### config.mk
export PLATFORM = sky130hd
export DESIGN_NAME = btab_trace
export DESIGN_NICKNAME = d
export VERILOG_FILES = /design/src/btab_queue.v /design/src/btab_trace.v
export VERILOG_INCLUDE_DIRS = /design/src /design/src/src
export SDC_FILE = /design/constraint.sdc
export NUM_CORES = 1
export LEC_CHECK = 0
export BUFFER_PORTS_ARGS = -buffer_cell sky130_fd_sc_hd__buf_4
export CAP_MARGIN = 20
export CORE_ASPECT_RATIO = 1.2
export CORE_MARGIN = 2
export CORE_UTILIZATION = 55
export CTS_BUF_LIST = sky130_fd_sc_hd__clkbuf_2
export CTS_CLUSTER_DIAMETER = 40
export DETAILED_ROUTE_END_ITERATION = 10
export PLACE_DENSITY = 0.74
export SLEW_MARGIN = 20
export SYNTH_ARGS = -nofsm -noshare
export SYNTH_HDL_FRONTEND = slang
export SYNTH_HIERARCHICAL = 1
export SYNTH_SLANG_ARGS = --single-unit
### constraint.sdc
create_clock -name clk -period 17.5 [get_ports clk]
set_clock_uncertainty 0.2 [all_clocks]
set_input_delay 2.625 -clock clk [delete_from_list [all_inputs] [get_ports clk]]
set_output_delay 2.625 -clock clk [all_outputs]
set_load 0.005 [all_outputs]
### src/btab_consts.vh
// Register map, field positions and reset values of the branch trace unit
`ifndef BTAB_CONSTS_VH
`define BTAB_CONSTS_VH

`define BTAB_ADDR_W 12
`define BTAB_OFF_SRC 12'h000
`define BTAB_OFF_DST 12'h004
`define BTAB_OFF_ASID_A 12'h008
`define BTAB_OFF_ASID_B 12'h00c
`define BTAB_OFF_CTRL 12'h010
`define BTAB_OFF_STAT 12'h014

`define BTAB_TRACE_VALID_BIT 31
`define BTAB_TRACE_RSVD_HI 30
`define BTAB_TRACE_RSVD_LO 28
`define BTAB_TRACE_ADDR_W 28
`define BTAB_ASID_W 8

`define BTAB_CTRL_TRACE_EN_BIT 0
`define BTAB_STAT_SRC_CNT_LO 0
`define BTAB_STAT_DST_CNT_LO 8
`define BTAB_STAT_SRC_LOST_BIT 16
`define BTAB_STAT_DST_LOST_BIT 17
`define BTAB_CNT_W 4

`define BTAB_QUEUE_DEPTH 8
`define BTAB_RST_ASID 8'h00
`define BTAB_RST_TRACE_EN 1'b0
`define BTAB_RST_VALID 8'h00

`endif

### src/btab_queue.v
// Eight-deep shift queue of trace addresses, each entry with its own valid flag
`timescale 1ns/10ps
`include "btab_consts.vh"

module btab_queue #(
  parameter DEPTH = `BTAB_QUEUE_DEPTH,
  parameter AW = `BTAB_TRACE_ADDR_W
) (
  input wire clk,
  input wire rst,
  input wire ce,
  input wire push,
  input wire [AW-1:0] push_addr,
  input wire flush,
  input wire pop,
  output reg peek_valid,
  output reg [AW-1:0] peek_addr,
  output reg [`BTAB_CNT_W-1:0] fill,
  output reg lost
);

  reg [AW-1:0] addr_q [0:DEPTH-1];
  reg [DEPTH-1:0] vld_q;
  reg [DEPTH-1:0] vld_d;
  integer i;
  integer j;
  integer idx;

  // Oldest valid entry sits at the highest valid index
  function integer oldest;
    input [DEPTH-1:0] v;
    integer k;
    begin
      oldest = DEPTH - 1;
      for (k = 0; k < DEPTH; k = k + 1) begin
        if (v[k]) begin
          oldest = k;
        end
      end
    end
  endfunction

  always @* begin
    idx = oldest(vld_q);
    peek_valid = vld_q[idx];
    peek_addr = addr_q[idx];
    fill = {`BTAB_CNT_W{1'b0}};
    for (i = 0; i < DEPTH; i = i + 1) begin
      fill = fill + {{(`BTAB_CNT_W-1){1'b0}}, vld_q[i]};
    end
    vld_d = vld_q;
    if (pop) begin
      vld_d[idx] = 1'b0;
    end
    // An entry read or flushed in this cycle is not an overflow loss
    lost = push & vld_d[DEPTH-1] & ~flush;
    if (push) begin
      vld_d = {vld_d[DEPTH-2:0], 1'b1};
    end
    if (flush) begin
      // New capture in the same cycle survives the flush
      vld_d = {{(DEPTH-1){1'b0}}, push};
    end
  end

  // Valid flags alone are reset; addresses keep whatever they held
  always @(posedge clk) begin
    if (rst) begin
      vld_q <= {DEPTH{1'b0}};
    end else if (ce) begin
      vld_q <= vld_d;
    end
  end

  always @(posedge clk) begin
    if (ce && push && !rst) begin
      addr_q[0] <= push_addr;
      for (j = 1; j < DEPTH; j = j + 1) begin
        addr_q[j] <= addr_q[j-1];
      end
    end
  end

endmodule

### src/btab_trace.v
// Branch trace queues and break space-id compare registers behind an APB slave
//
// The register offsets and the APB register port were decided locally.
`timescale 1ns/10ps
`include "btab_consts.vh"

// Function
// Each branch stores source address bits 27..0 in the source trace word; the code stores only branches taken while trace_enable is set.
// A captured source entry gets its valid flag, bit 31, set.
// Source valid clears on its read, on trace enable write, or reset.
// Reset clears valid flags only; stored trace addresses stay untouched.
// Source trace is an eight-entry queue shifted on every branch; the code shifts only on branches taken while trace_enable is set.
// Each branch stores destination address bits 27..0 in destination trace; the code stores only branches taken while trace_enable is set.
// A captured destination entry gets its valid flag, bit 31, set.
// Destination valid clears on read, trace enable write, or reset.
// Destination trace is an eight-entry queue shifted on every branch; the code shifts only on branches taken while trace_enable is set.
// Trace word bits 30..28 always read as zero.
// Eight-bit read/write space id compare value for channel A.
// Eight-bit read/write space id compare value for channel B.
// Trace writes are ignored; reads return values before the valid clear.
module btab_trace #(
  parameter DEPTH = `BTAB_QUEUE_DEPTH,
  parameter AW = `BTAB_TRACE_ADDR_W,
  parameter IDW = `BTAB_ASID_W
) (
  input wire clk,
  input wire rst,
  input wire ce,
  input wire psel,
  input wire penable,
  input wire pwrite,
  input wire [`BTAB_ADDR_W-1:0] paddr,
  input wire [31:0] pwdata,
  output reg [31:0] prdata,
  output reg pready,
  output reg pslverr,
  input wire branch_taken,
  input wire [31:0] branch_src_pc,
  input wire [31:0] branch_dst_pc,
  input wire [IDW-1:0] current_space_id,
  output reg [IDW-1:0] channel_a_space_id_bits,
  output reg [IDW-1:0] channel_b_space_id_bits,
  output reg channel_a_space_id_match,
  output reg channel_b_space_id_match,
  output reg trace_enable
);

  localparam ST_IDLE = 3'b001;
  localparam ST_WAIT = 3'b010;
  localparam ST_DONE = 3'b100;

  reg [2:0] state_q;
  reg [2:0] state_d;
  reg [31:0] rdata_d;
  reg err_d;
  reg rd_src_pop;
  reg rd_dst_pop;
  reg wr_ctrl;
  reg wr_asid_a;
  reg wr_asid_b;
  reg wr_stat;
  reg src_lost_q;
  reg dst_lost_q;
  reg trace_flush;
  reg capture;

  wire src_peek_valid;
  wire [AW-1:0] src_peek_addr;
  wire [`BTAB_CNT_W-1:0] src_fill;
  wire src_lost;
  wire dst_peek_valid;
  wire [AW-1:0] dst_peek_addr;
  wire [`BTAB_CNT_W-1:0] dst_fill;
  wire dst_lost;

  wire access = psel & penable;
  wire latch_edge = access & (state_q == ST_IDLE);
  wire done_edge = access & (state_q == ST_DONE);

  // Same packing for both trace words so the reserved field stays zero
  function [31:0] trace_word;
    input valid;
    input [AW-1:0] addr;
    begin
      trace_word = 32'h0000_0000;
      trace_word[`BTAB_TRACE_VALID_BIT] = valid;
      trace_word[`BTAB_TRACE_RSVD_HI:`BTAB_TRACE_RSVD_LO] = 3'h0;
      trace_word[AW-1:0] = addr;
    end
  endfunction

  // Decode shared by read latch and write commit
  function [2:0] reg_sel;
    input [`BTAB_ADDR_W-1:0] a;
    begin
      if (a == `BTAB_OFF_SRC) begin
        reg_sel = 3'h1;
      end else if (a == `BTAB_OFF_DST) begin
        reg_sel = 3'h2;
      end else if (a == `BTAB_OFF_ASID_A) begin
        reg_sel = 3'h3;
      end else if (a == `BTAB_OFF_ASID_B) begin
        reg_sel = 3'h4;
      end else if (a == `BTAB_OFF_CTRL) begin
        reg_sel = 3'h5;
      end else if (a == `BTAB_OFF_STAT) begin
        reg_sel = 3'h6;
      end else begin
        reg_sel = 3'h0;
      end
    end
  endfunction

  // Branch events come from core logic on this clock, so no synchroniser
  always @* begin
    capture = branch_taken & trace_enable;
  end

  // APB slave sequence: latch, then ready, then one wait cycle, then back to idle
  always @* begin
    state_d = state_q;
    case (state_q)
      ST_IDLE: begin
        if (access) begin
          state_d = ST_DONE;
        end
      end
      ST_DONE: begin
        state_d = ST_WAIT;
      end
      ST_WAIT: begin
        state_d = ST_IDLE;
      end
      default: begin
        state_d = ST_IDLE;
      end
    endcase
  end

  // Read data and error are captured one edge before ready is seen
  always @* begin
    rdata_d = 32'h0000_0000;
    err_d = 1'b0;
    rd_src_pop = 1'b0;
    rd_dst_pop = 1'b0;
    case (reg_sel(paddr))
      3'h1: begin
        rdata_d = trace_word(src_peek_valid, src_peek_addr);
        rd_src_pop = latch_edge & ~pwrite;
      end
      3'h2: begin
        rdata_d = trace_word(dst_peek_valid, dst_peek_addr);
        rd_dst_pop = latch_edge & ~pwrite;
      end
      3'h3: begin
        rdata_d[IDW-1:0] = channel_a_space_id_bits;
      end
      3'h4: begin
        rdata_d[IDW-1:0] = channel_b_space_id_bits;
      end
      3'h5: begin
        rdata_d[`BTAB_CTRL_TRACE_EN_BIT] = trace_enable;
      end
      3'h6: begin
        rdata_d[`BTAB_STAT_SRC_CNT_LO+`BTAB_CNT_W-1:`BTAB_STAT_SRC_CNT_LO] = src_fill;
        rdata_d[`BTAB_STAT_DST_CNT_LO+`BTAB_CNT_W-1:`BTAB_STAT_DST_CNT_LO] = dst_fill;
        rdata_d[`BTAB_STAT_SRC_LOST_BIT] = src_lost_q;
        rdata_d[`BTAB_STAT_DST_LOST_BIT] = dst_lost_q;
      end
      default: begin
        err_d = 1'b1;
      end
    endcase
  end

  // Writes commit on the edge where the master sees ready
  always @* begin
    wr_ctrl = 1'b0;
    wr_asid_a = 1'b0;
    wr_asid_b = 1'b0;
    wr_stat = 1'b0;
    if (done_edge && pwrite) begin
      if (reg_sel(paddr) == 3'h3) begin
        wr_asid_a = 1'b1;
      end else if (reg_sel(paddr) == 3'h4) begin
        wr_asid_b = 1'b1;
      end else if (reg_sel(paddr) == 3'h5) begin
        wr_ctrl = 1'b1;
      end else if (reg_sel(paddr) == 3'h6) begin
        wr_stat = 1'b1;
      end
    end
  end

  // Any write that sets the enable flushes both queues
  always @* begin
    trace_flush = wr_ctrl & pwdata[`BTAB_CTRL_TRACE_EN_BIT];
  end

  always @(posedge clk) begin
    if (rst) begin
      state_q <= ST_IDLE;
      pready <= 1'b0;
      pslverr <= 1'b0;
      prdata <= 32'h0000_0000;
    end else if (ce) begin
      state_q <= state_d;
      pready <= (state_d == ST_DONE);
      if (latch_edge) begin
        prdata <= pwrite ? 32'h0000_0000 : rdata_d;
        pslverr <= err_d;
      end else if (state_q == ST_DONE) begin
        prdata <= 32'h0000_0000;
        pslverr <= 1'b0;
      end
    end
  end

  // Trace register writes fall through the decode with no effect
  always @(posedge clk) begin
    if (rst) begin
      trace_enable <= `BTAB_RST_TRACE_EN;
      channel_a_space_id_bits <= `BTAB_RST_ASID;
      channel_b_space_id_bits <= `BTAB_RST_ASID;
    end else if (ce) begin
      if (wr_ctrl) begin
        trace_enable <= pwdata[`BTAB_CTRL_TRACE_EN_BIT];
      end
      if (wr_asid_a) begin
        channel_a_space_id_bits <= pwdata[IDW-1:0];
      end
      if (wr_asid_b) begin
        channel_b_space_id_bits <= pwdata[IDW-1:0];
      end
    end
  end

  // Overflow marks; a new loss in the clearing cycle wins over the clear
  always @(posedge clk) begin
    if (rst) begin
      src_lost_q <= 1'b0;
      dst_lost_q <= 1'b0;
    end else if (ce) begin
      if (src_lost) begin
        src_lost_q <= 1'b1;
      end else if (wr_stat && pwdata[`BTAB_STAT_SRC_LOST_BIT]) begin
        src_lost_q <= 1'b0;
      end
      if (dst_lost) begin
        dst_lost_q <= 1'b1;
      end else if (wr_stat && pwdata[`BTAB_STAT_DST_LOST_BIT]) begin
        dst_lost_q <= 1'b0;
      end
    end
  end

  // Registered compare keeps the break path off the space id input timing
  always @(posedge clk) begin
    if (rst) begin
      channel_a_space_id_match <= 1'b0;
      channel_b_space_id_match <= 1'b0;
    end else if (ce) begin
      channel_a_space_id_match <= (current_space_id == channel_a_space_id_bits);
      channel_b_space_id_match <= (current_space_id == channel_b_space_id_bits);
    end
  end

  btab_queue #(
    .DEPTH(DEPTH),
    .AW(AW)
  ) u_src_queue (
    .clk(clk),
    .rst(rst),
    .ce(ce),
    .push(capture),
    .push_addr(branch_src_pc[AW-1:0]),
    .flush(trace_flush),
    .pop(rd_src_pop),
    .peek_valid(src_peek_valid),
    .peek_addr(src_peek_addr),
    .fill(src_fill),
    .lost(src_lost)
  );

  btab_queue #(
    .DEPTH(DEPTH),
    .AW(AW)
  ) u_dst_queue (
    .clk(clk),
    .rst(rst),
    .ce(ce),
    .push(capture),
    .push_addr(branch_dst_pc[AW-1:0]),
    .flush(trace_flush),
    .pop(rd_dst_pop),
    .peek_valid(dst_peek_valid),
    .peek_addr(dst_peek_addr),
    .fill(dst_fill),
    .lost(dst_lost)
  );

endmodule

After elaboration in Yosys (flattened, before gate mapping)

Memories as Yosys holds them, arrays and structs flattened.
Index checks and enable logic that the tools add are counted.

Add/subtract/negate cells: 14
Multipliers: 0
Divide/modulo/power cells: 0
Magnitude comparators: 4
Eq/ne operators: 20
Shift-type cells: 0
Mux-type cells: 85
Bitwise gates (word level): 16
Reductions and logical operators: 19

Operators with widths:

| cell                  | number |
|---|---|
| $mux W3               | 33 |
| $mux W32              | 3 |
| $add A4 B1 Y4         | 12 |
| $mux W8               | 6 |
| $mux W1               | 31 |
| $pmux W14 S2          | 1 |
| $eq A12 B4 Y1 const B | 2 |
| $eq A12 B5 Y1 const B | 2 |
| $eq A3 B3 Y1 const B  | 8 |
| $and A8 B8 Y8         | 2 |
| $eq A8 B8 Y1          | 2 |
| $not A8 Y8            | 2 |
| $pmux W4 S4           | 1 |
| $pmux W3 S5           | 1 |
| $eq A12 B3 Y1 const B | 1 |
| $logic_not A12 Y1     | 1 |
| $pmux W4 S3           | 1 |
| $reduce_and A2 Y1     | 6 |
| $and A1 B1 Y1         | 10 |
| $eq A3 B2 Y1 const B  | 3 |
| $lt A3 B4 Y1 const B  | 2 |
| $pmux W4 S2           | 1 |
| $logic_and A1 B1 Y1   | 7 |
| $bmux W1 S3           | 2 |
| other kinds (11)      | 18 |

Register bits after elaboration: 74
Latch bits: 0
RAM bits: 448
Memory bits (read-only): 0
Memories: 2

Memories:

| name               | words | width | read ports | clocked after Yosys merged registers in | wr ports | line            | text |
|---|---|---|---|---|---|---|---|
| u_dst_queue.addr_q | 8     | 28    | 8          | 0                                       | 8        | btab_queue.v:22 | `reg [AW-1:0] addr_q [0:DEPTH-1];` |
| u_src_queue.addr_q | 8     | 28    | 8          | 0                                       | 8        | btab_queue.v:22 |  |

Logic depth before layout (Yosys ltp)

Gate-level depths: netlist of the first run.

Depth after elaboration: 29
Mapped depth: 14
Depth with buffers taken out: 12

Modules after synthesis

The synthesis of the first run kept the hierarchy.

By module, submodules not included:

| module                   | times used | cells an instance | area each (µm²) | sequential area each (µm²) |
|---|---|---|---|---|
| btab_queue (u_dst_queue) | 1          | 522               | 9325.2          | 6886.6 |
| btab_queue (u_src_queue) | 1          | 518               | 9238.9          | 6886.6 |
| btab_trace               | 1          | 326               | 2991.6          | 1101.1 |

Least setup slack after synthesis of the first run

No wires, ideal clock.

Kind: input port to flip-flop
Start: in branch_taken
End: mem u_dst_queue/addr_q[0][0] (netlist bit) (enable)
Library setup time: 813 ps
Arrival time: 12515 ps
Data required time: 16487 ps
Path slack: 3972 ps
Stages: 4
Path buffers: 1
Cell sequence: and2_1 > clkbuf_1 > nand2_1 > nor2_1

RTL lines:

| element            | line            | text |
|---|---|---|
| start: declaration | btab_trace.v:37 | `input wire branch_taken,` |
| end: declaration   | btab_queue.v:22 |  |

==> results of run 1 <==
[cell families (layout without fill, tap and decap cells)]
logic type | Yosys count | count (layout) | share of synthesized area
DFF | 519 | 519 | 0.690
AOI/OAI and AO/OA | 321 | 321 | 0.120
muxes | 188 | 188 | 0.0894
and+or+nand+nor | 182 | 182 | 0.0514
buffers and inverters | 119 | 425 | 0.0284
adders and majority gates | 18 | 18 | 0.0132
xor gates and xnor gates | 18 | 18 | 0.00731
other | 1 | 4 | 0.000174
[sequential cells by signal, summed over array words and instances (netlist names), 3 cells and up]
name	cells
channel_a_space_id_bits	8
channel_b_space_id_bits	8
prdata	29
state_q	3
u_dst_queue/addr_q	224
u_dst_queue/oldest.v	8
u_src_queue/addr_q	224
u_src_queue/oldest.v	8
[power by group]
group	total, uW	switching [uW]	internal, uW
Sequential	1320	0.347	1320
Clock	845	495	350
Combinational	38.9	19.4	19.5
[critical path: stages]
cell and delay (ns):
sky130_fd_sc_hd__buf_4 0.07, sky130_fd_sc_hd__and2_1 0.12, sky130_fd_sc_hd__buf_4 0.25, sky130_fd_sc_hd__nand2_1 0.18
sky130_fd_sc_hd__nor2_4 0.48, sky130_fd_sc_hd__buf_4 0.51, sky130_fd_sc_hd__buf_16 0.32, sky130_fd_sc_hd__buf_6 0.64
[final cells by class]
class | count | area, um2
tap | 526 | 658
timing repair buffer | 161 | 1280
inverter | 27 | 101
clock buffer | 186 | 931
fill | 2978 | 14400
sequential | 519 | 14900
clock inverter | 51 | 320
multi-input combinational | 730 | 6170
antenna | 1 | 2.50
[final timing paths]
path                            depth (start not counted)                         to  slack [ns]
worst max-delay path                                    8  u_src_queue/addr_q[6][20]       12.64
worst min-delay path                                    0  u_dst_queue/addr_q[7][26]        0.19
worst max register to register                         12                 prdata[17]       13.27
worst min register to register                          0  u_dst_queue/addr_q[7][26]        0.19
[per-layer routing]
layer,wire [um],global-route usage
met1,19600,0.307
met2,22600,0.353
met3,2980,0.0553
met4,1490,0.110
met5,0,0
[metrics by stage]
stage	util	power [uW]	hold WS (ns)
after floorplan	-	1370	0.219
after global placement	0.594	1390	0.224
after detailed placement	0.594	1390	0.230
after CTS	0.626	2240	0.194
after global routing	0.628	2300	0.185
final	0.628	2210	0.191
[synthesized netlist by cell type (9+ instances only)]
cell type | instances | area [um2]
sky130_fd_sc_hd__a211o_1 | 30 | 263
sky130_fd_sc_hd__a21oi_1 | 34 | 170
sky130_fd_sc_hd__a221o_1 | 19 | 190
sky130_fd_sc_hd__a22o_1 | 9 | 78.8
sky130_fd_sc_hd__buf_2 | 35 | 175
sky130_fd_sc_hd__buf_4 | 12 | 90.1
sky130_fd_sc_hd__buf_6 | 10 | 113
sky130_fd_sc_hd__clkbuf_1 | 31 | 116
sky130_fd_sc_hd__dfxtp_1 | 71 | 1420
sky130_fd_sc_hd__edfxtp_1 | 448 | 13500
sky130_fd_sc_hd__ha_1 | 10 | 125
sky130_fd_sc_hd__inv_1 | 27 | 101
sky130_fd_sc_hd__mux2_2 | 35 | 394
sky130_fd_sc_hd__mux2i_1 | 152 | 1520
sky130_fd_sc_hd__nand2_1 | 24 | 90.1
sky130_fd_sc_hd__nand2b_1 | 12 | 75.1
sky130_fd_sc_hd__nand3_1 | 13 | 65.1
sky130_fd_sc_hd__nand4_1 | 22 | 138
sky130_fd_sc_hd__nor2_1 | 32 | 120
sky130_fd_sc_hd__nor3b_1 | 17 | 128
sky130_fd_sc_hd__o211ai_1 | 29 | 218
sky130_fd_sc_hd__o21ai_0 | 25 | 125
sky130_fd_sc_hd__o221a_2 | 28 | 315
sky130_fd_sc_hd__o221ai_1 | 28 | 245
sky130_fd_sc_hd__o22a_1 | 30 | 263
sky130_fd_sc_hd__o22ai_1 | 36 | 225
sky130_fd_sc_hd__xnor2_1 | 9 | 78.8
sky130_fd_sc_hd__xor2_1 | 9 | 78.8
==> reports/qor.txt, run 1 <==
=====================================================================================
Outcome ................................................................    completed
HPWL Detailed ..........................................................    27,800 um
Number of instances in the synthesized netlist .........................        1,366
Boundary Pins ..........................................................          176
Post-synth ARST share ..................................................            0
Clock Root Buffer ...................................................... sky130_fd_sc_hd__clkbuf_2
Cell area after layout .................................................   0.0243 mm2
Number of hold violations in the final report ..........................            0
Sort of element at the end of the critical path ........................    flip-flop
Final period utilization ...............................................        0.277
Pre-CTS setup slack ....................................................     10.57 ns
Largest net degree at the start of global routing ......................          225
Share of cells above drive strength 1 ..................................        0.275
Final slew viol count ..................................................            0
Number of vias per cell after detailed routing .........................         5.92
Setup TNS ..............................................................         0 ns
Synthesis Warnings .....................................................            6
Placed standard-cell area ..............................................   0.0230 mm2
Kind of path behind the tightest hold check ............................   reg -> reg
Wire length of the first global-routing pass ...........................    71,900 um
RSZ-0062 raised after global routing ...................................        false
Slew at the pin closest to its max-slew limit ..........................      1.14 ns
Core Footprint .........................................................   0.0387 mm2
Hold Path Origin ....................................................... u_dst_queue/addr_q[6][26]
Number of synthesized flops with an enable pin .........................          448
Final #Nets ............................................................        1,714
Routed wire length per instance ........................................      21.2 um
Number of global-route vias before repair ..............................       13,123
Overall track demand over capacity in global routing ...................        0.229
Origin of the critical flop-to-flop path ............................... u_dst_queue/oldest.v[1]
Area delta synth->final ................................................        12.9%
Effective utilization at floorplan .....................................        0.556
Total of buffers placed on input and output ports ......................          142
Mapped Area ............................................................   0.0216 mm2
Detailed-routing iteration count for the pre-antenna-repair pass .......            5
Highest clock frequency the design can meet ............................      206 MHz
Total clock buffers created by CTS .....................................          134
Setup-violating endpoint count in the final report .....................            0
Startpoint Class .......................................................    input pin
Leak Pwr ...............................................................   0.00900 uW
Synth Area per Inst ....................................................     15.8 um2
Total grt overflow .....................................................            0
Critical path type .....................................................    in -> reg
Row cnt ................................................................           79
CTS tree ...............................................................          yes
Floorplan die width ....................................................       185 um
Max Cap Viol ...........................................................            0
Routed WL ..............................................................    46,700 um
Cell variety after synth ...............................................           81
Routability congestion estimate ........................................        0.877
Required time worst endpoint ...........................................     17.99 ns
Clock-pin slew of the registers on the worst-case setup and hold paths .      0.12 ns
Count of non-filler cells in the finished layout .......................        2,201
Data arrival time of the critical path .................................      5.35 ns
Chip Height ............................................................       221 um
Clock sink count .......................................................          519
Top flip-flop cell by instance count after synthesis ................... sky130_fd_sc_hd__edfxtp_1
Die area ...............................................................   0.0408 mm2
Maximum buffer depth of the clock tree .................................            3
Number of setup buffers added after CTS ................................            0
Routed via count .......................................................       13,033
Depth of the CTS H-tree ................................................            4
Top library cells by usage in the layout, fill and taps aside .......... 448 x sky130_fd_sc_hd__edfxtp_1, 186 x sky130_fd_sc_hd__clkbuf_2, 156 x sky130_fd_sc_hd__buf_4
Skew-Pair Late Insertion Delay .........................................      1.14 ns
Post-route antenna net violation count .................................            0
Total DRC errors in the routed layout ..................................            0
Hold Buf Count CTS .....................................................            0
Worst vdd rail ir drop .................................................    0.0512 mV
Post-route setup slack .................................................     12.64 ns
Placed cells ...........................................................        1,960
Post-synthesis sequential area ratio ...................................        0.690
Final Critical Period ..................................................      4.86 ns
Critical path fanouts, max .............................................           94
Post_cts resized .......................................................            0
Total power per unit cell area .........................................  90.7 mW/mm2
Leading cell type in the layout, fill and taps excluded ................ sky130_fd_sc_hd__edfxtp_1
Timing startpoint of the critical path ................................. branch_taken
Normalized max-slew margin .............................................        0.232
Initial DRC count ......................................................        1,098
FF+latch count, synth ..................................................          519
Antenna violations before repair .......................................            1
=====================================================================================
Note: power is estimated with default switching activity, not from simulation.
==> run 2: changes to the inputs <==
clock period = 4.8 ns   (was 17.5 ns; I/O delays follow)
==> reports/qor.txt, run 2 (same netlist as run 1, synthesis figures left out) <==
=====================================================================================
Total clock buffers created by CTS .....................................          132   -1.5%
Maximum buffer depth of the clock tree .................................            3   unchanged
Row cnt ................................................................           79   unchanged
Routed WL ..............................................................    48,000 um   +2.7%
Normalized max-slew margin .............................................        0.263   +0.0315
Sort of element at the end of the critical path ........................    flip-flop
Clock Root Buffer ...................................................... sky130_fd_sc_hd__clkbuf_2
Final period utilization ...............................................        0.819
Outcome ................................................................    completed
Share of cells above drive strength 1 ..................................        0.263   -0.0120
Post-route antenna net violation count .................................            0   unchanged
Hold path cells ........................................................            5   +5
Slowest stage delay, CP ................................................      0.68 ns   +0.04 ns
Final slew viol count ..................................................            0   unchanged
Effective utilization at floorplan .....................................        0.556   unchanged
Largest net degree at the start of global routing ......................          225   unchanged
HPWL Detailed ..........................................................    28,400 um   +2.2%
Total of buffers placed on input and output ports ......................          142   unchanged
Critical path type .....................................................   reg -> reg
Leading cell type in the layout, fill and taps excluded ................ sky130_fd_sc_hd__edfxtp_1
Number of vias per cell after detailed routing .........................         5.93   +0.19%
Worst vdd rail ir drop .................................................     0.196 mV   +280%
Detailed-routing iteration count for the pre-antenna-repair pass .......            5   unchanged
Skew-Pair Late Insertion Delay .........................................      1.09 ns   -0.05 ns
Slack of the worst reg-to-reg path .....................................      0.87 ns   -12.40 ns
Top library cells by usage in the layout, fill and taps aside .......... 448 x sky130_fd_sc_hd__edfxtp_1, 191 x sky130_fd_sc_hd__clkbuf_2, 157 x sky130_fd_sc_hd__buf_4
Antenna violations before repair .......................................            1   unchanged
CTS tree ...............................................................          yes
Routability congestion estimate ........................................        0.860   -1.9%
Biggest regs ........................................................... u_dst_queue/addr_q x224, u_src_queue/addr_q x224, prdata x29
Utilization after layout ...............................................        0.654   +0.0259
Largest delay contributor family on the critical path .................. compound AO/OA/AOI/OAI gates
Cell area after layout .................................................   0.0253 mm2   +4.1%
Max stage delay cell, worst path ....................................... sky130_fd_sc_hd__a221oi_4
Wire length of the first global-routing pass ...........................    75,000 um   +4.3%
Data arrival time of the critical path .................................      4.75 ns   -0.60 ns
Startpoint Class .......................................................    flip-flop
Clock sink count .......................................................          519   unchanged
Depth of the CTS H-tree ................................................            4   unchanged
Initial DRC count ......................................................        1,275   +16%
Slew at the pin closest to its max-slew limit ..........................      1.10 ns   -0.0469 ns
Boundary Pins ..........................................................          176   unchanged
Total grt overflow .....................................................            0   unchanged
Overall track demand over capacity in global routing ...................        0.237   +0.00804
Floorplan die width ....................................................       185 um   unchanged
CP bufs+invs ...........................................................            2   -3
Chip Height ............................................................       221 um   unchanged
Critical path fanouts, max .............................................           28   -70%
Number of hold violations in the final report ..........................            0   unchanged
Total power per unit cell area .........................................   314 mW/mm2   +250%
Final Critical Period ..................................................      3.93 ns
Routed via count .......................................................       13,621   +4.5%
Clock-pin slew of the registers on the worst-case setup and hold paths .      0.11 ns   about the same
RSZ-0062 raised after global routing ...................................        false
Core Footprint .........................................................   0.0387 mm2   unchanged
Number of global-route vias before repair ..............................       13,811   +5.2%
Final #Nets ............................................................        1,820   +6.2%
Setup-violating endpoint count in the final report .....................            0   unchanged
Placed standard-cell area ..............................................   0.0231 mm2   +0.63%
Depth of the worst register-to-register path ...........................           12   unchanged
Die area ...............................................................   0.0408 mm2   unchanged
Number of filler instances in the final layout .........................        2,847   -4.4%
Max Cap Viol ...........................................................            0   unchanged
Number of setup buffers added after CTS ................................            0   unchanged
Cell Chain, Critical Path .............................................. inv_1 > ha_1 > or2_1 > a221oi_4 > a21oi_4 > o22a_1 > o211ai_1 > mux2i_1 > nor3_1 > a21oi_1 > o2bb2ai_1 > dlygate4sd3_1
Crit. path cell count ..................................................           12   +4
Routed wire length per instance ........................................      20.9 um   -1.5%
Area delta synth->final ................................................        17.6%
Total DRC errors in the routed layout ..................................            0   unchanged
Required time worst endpoint ...........................................      5.61 ns   -12.38 ns
Post_cts resized .......................................................            0   unchanged
Kind of path behind the tightest hold check ............................    in -> reg
Leak Pwr ...............................................................   0.00945 uW   +5.0%
Highest clock frequency the design can meet ............................      254 MHz
=====================================================================================
==> run 2: cell types whose count changed in the layout (fill, tap and decap cells not counted), sizes merged <==
| cell | change |
|---|---|
| bufinv | -2 |
| clkinvlp | -2 |
| clkbuf | +5 |
| inv | +1 |
| buf | +5 |
| clkinv | -15 |
| dlygate4sd3 | +103 |
==> run 2: what timing repair did <==
action | CTS | global route
setup endpoints to repair | 0 | 0
hold buffers | 103 | 0
hold endpoints to repair | 107 | 0
==> run 2: worst paths after layout <==
kind                                                from                         end
worst max-delay path             u_src_queue/oldest.v[1]                   prdata[3]
worst min-delay path                            paddr[9]  channel_a_space_id_bits[7]
worst max register to register   u_src_queue/oldest.v[1]                   prdata[3]
worst min register to register  u_src_queue/addr_q[4][6]    u_src_queue/addr_q[5][6]
==> run 2: report_power, final <==
part	internal, uW	leakage, uW	switching [uW]	total, uW
Combinational	115	0.00396	81.8	197
Sequential	4830	0.00460	1.36	4830
Clock	1170	0.000896	1770	2930
==> run 2: layer usage <==
layer	up-vias	GRT usage	share of wire
li1	6224	-	-
met1	6807	0.318	0.42
met2	516	0.386	0.50
met3	74	0.0484	0.057
met4	0	0.0835	0.017
met5	-	0	0
==> run 2: metrics by stage <==
step           power, uW  TNS (ns)  cells  hold slack (ns)  setup slack (ns)
3_3_place_gp        5070         0   1967            0.224              1.15
3_5_place_dp        5070         0   1967            0.230              1.12
5_1_grt             8280         0   2296           0.0752             0.595
2_1_floorplan       4990    -84.46   1368            0.219            -0.234
4_1_cts             8040         0   2294           0.0280             0.834
6_report            7960         0   2296            0.133             0.868
==> run 2: tightest hold or removal path, stage by stage <==
cell                      delay, ns
sky130_fd_sc_hd__buf_4         0.09
sky130_fd_sc_hd__nor4_4        0.05
sky130_fd_sc_hd__and2_2        0.30
sky130_fd_sc_hd__nand4_1       0.13
sky130_fd_sc_hd__a21oi_1       0.06
==> run 2: area by class of cell <==
type	instances	area [um2]	share of cell area
Tap cell	526	658	0.0260
Clock buffer	191	956	0.0377
Sequential cell	519	14900	0.587
Multi-Input combinational cell	730	6170	0.243
Antenna cell	1	2.50	0.0000987
Timing Repair Buffer	269	2400	0.0946
Inverter	27	101	0.00400
Clock inverter	33	184	0.00726
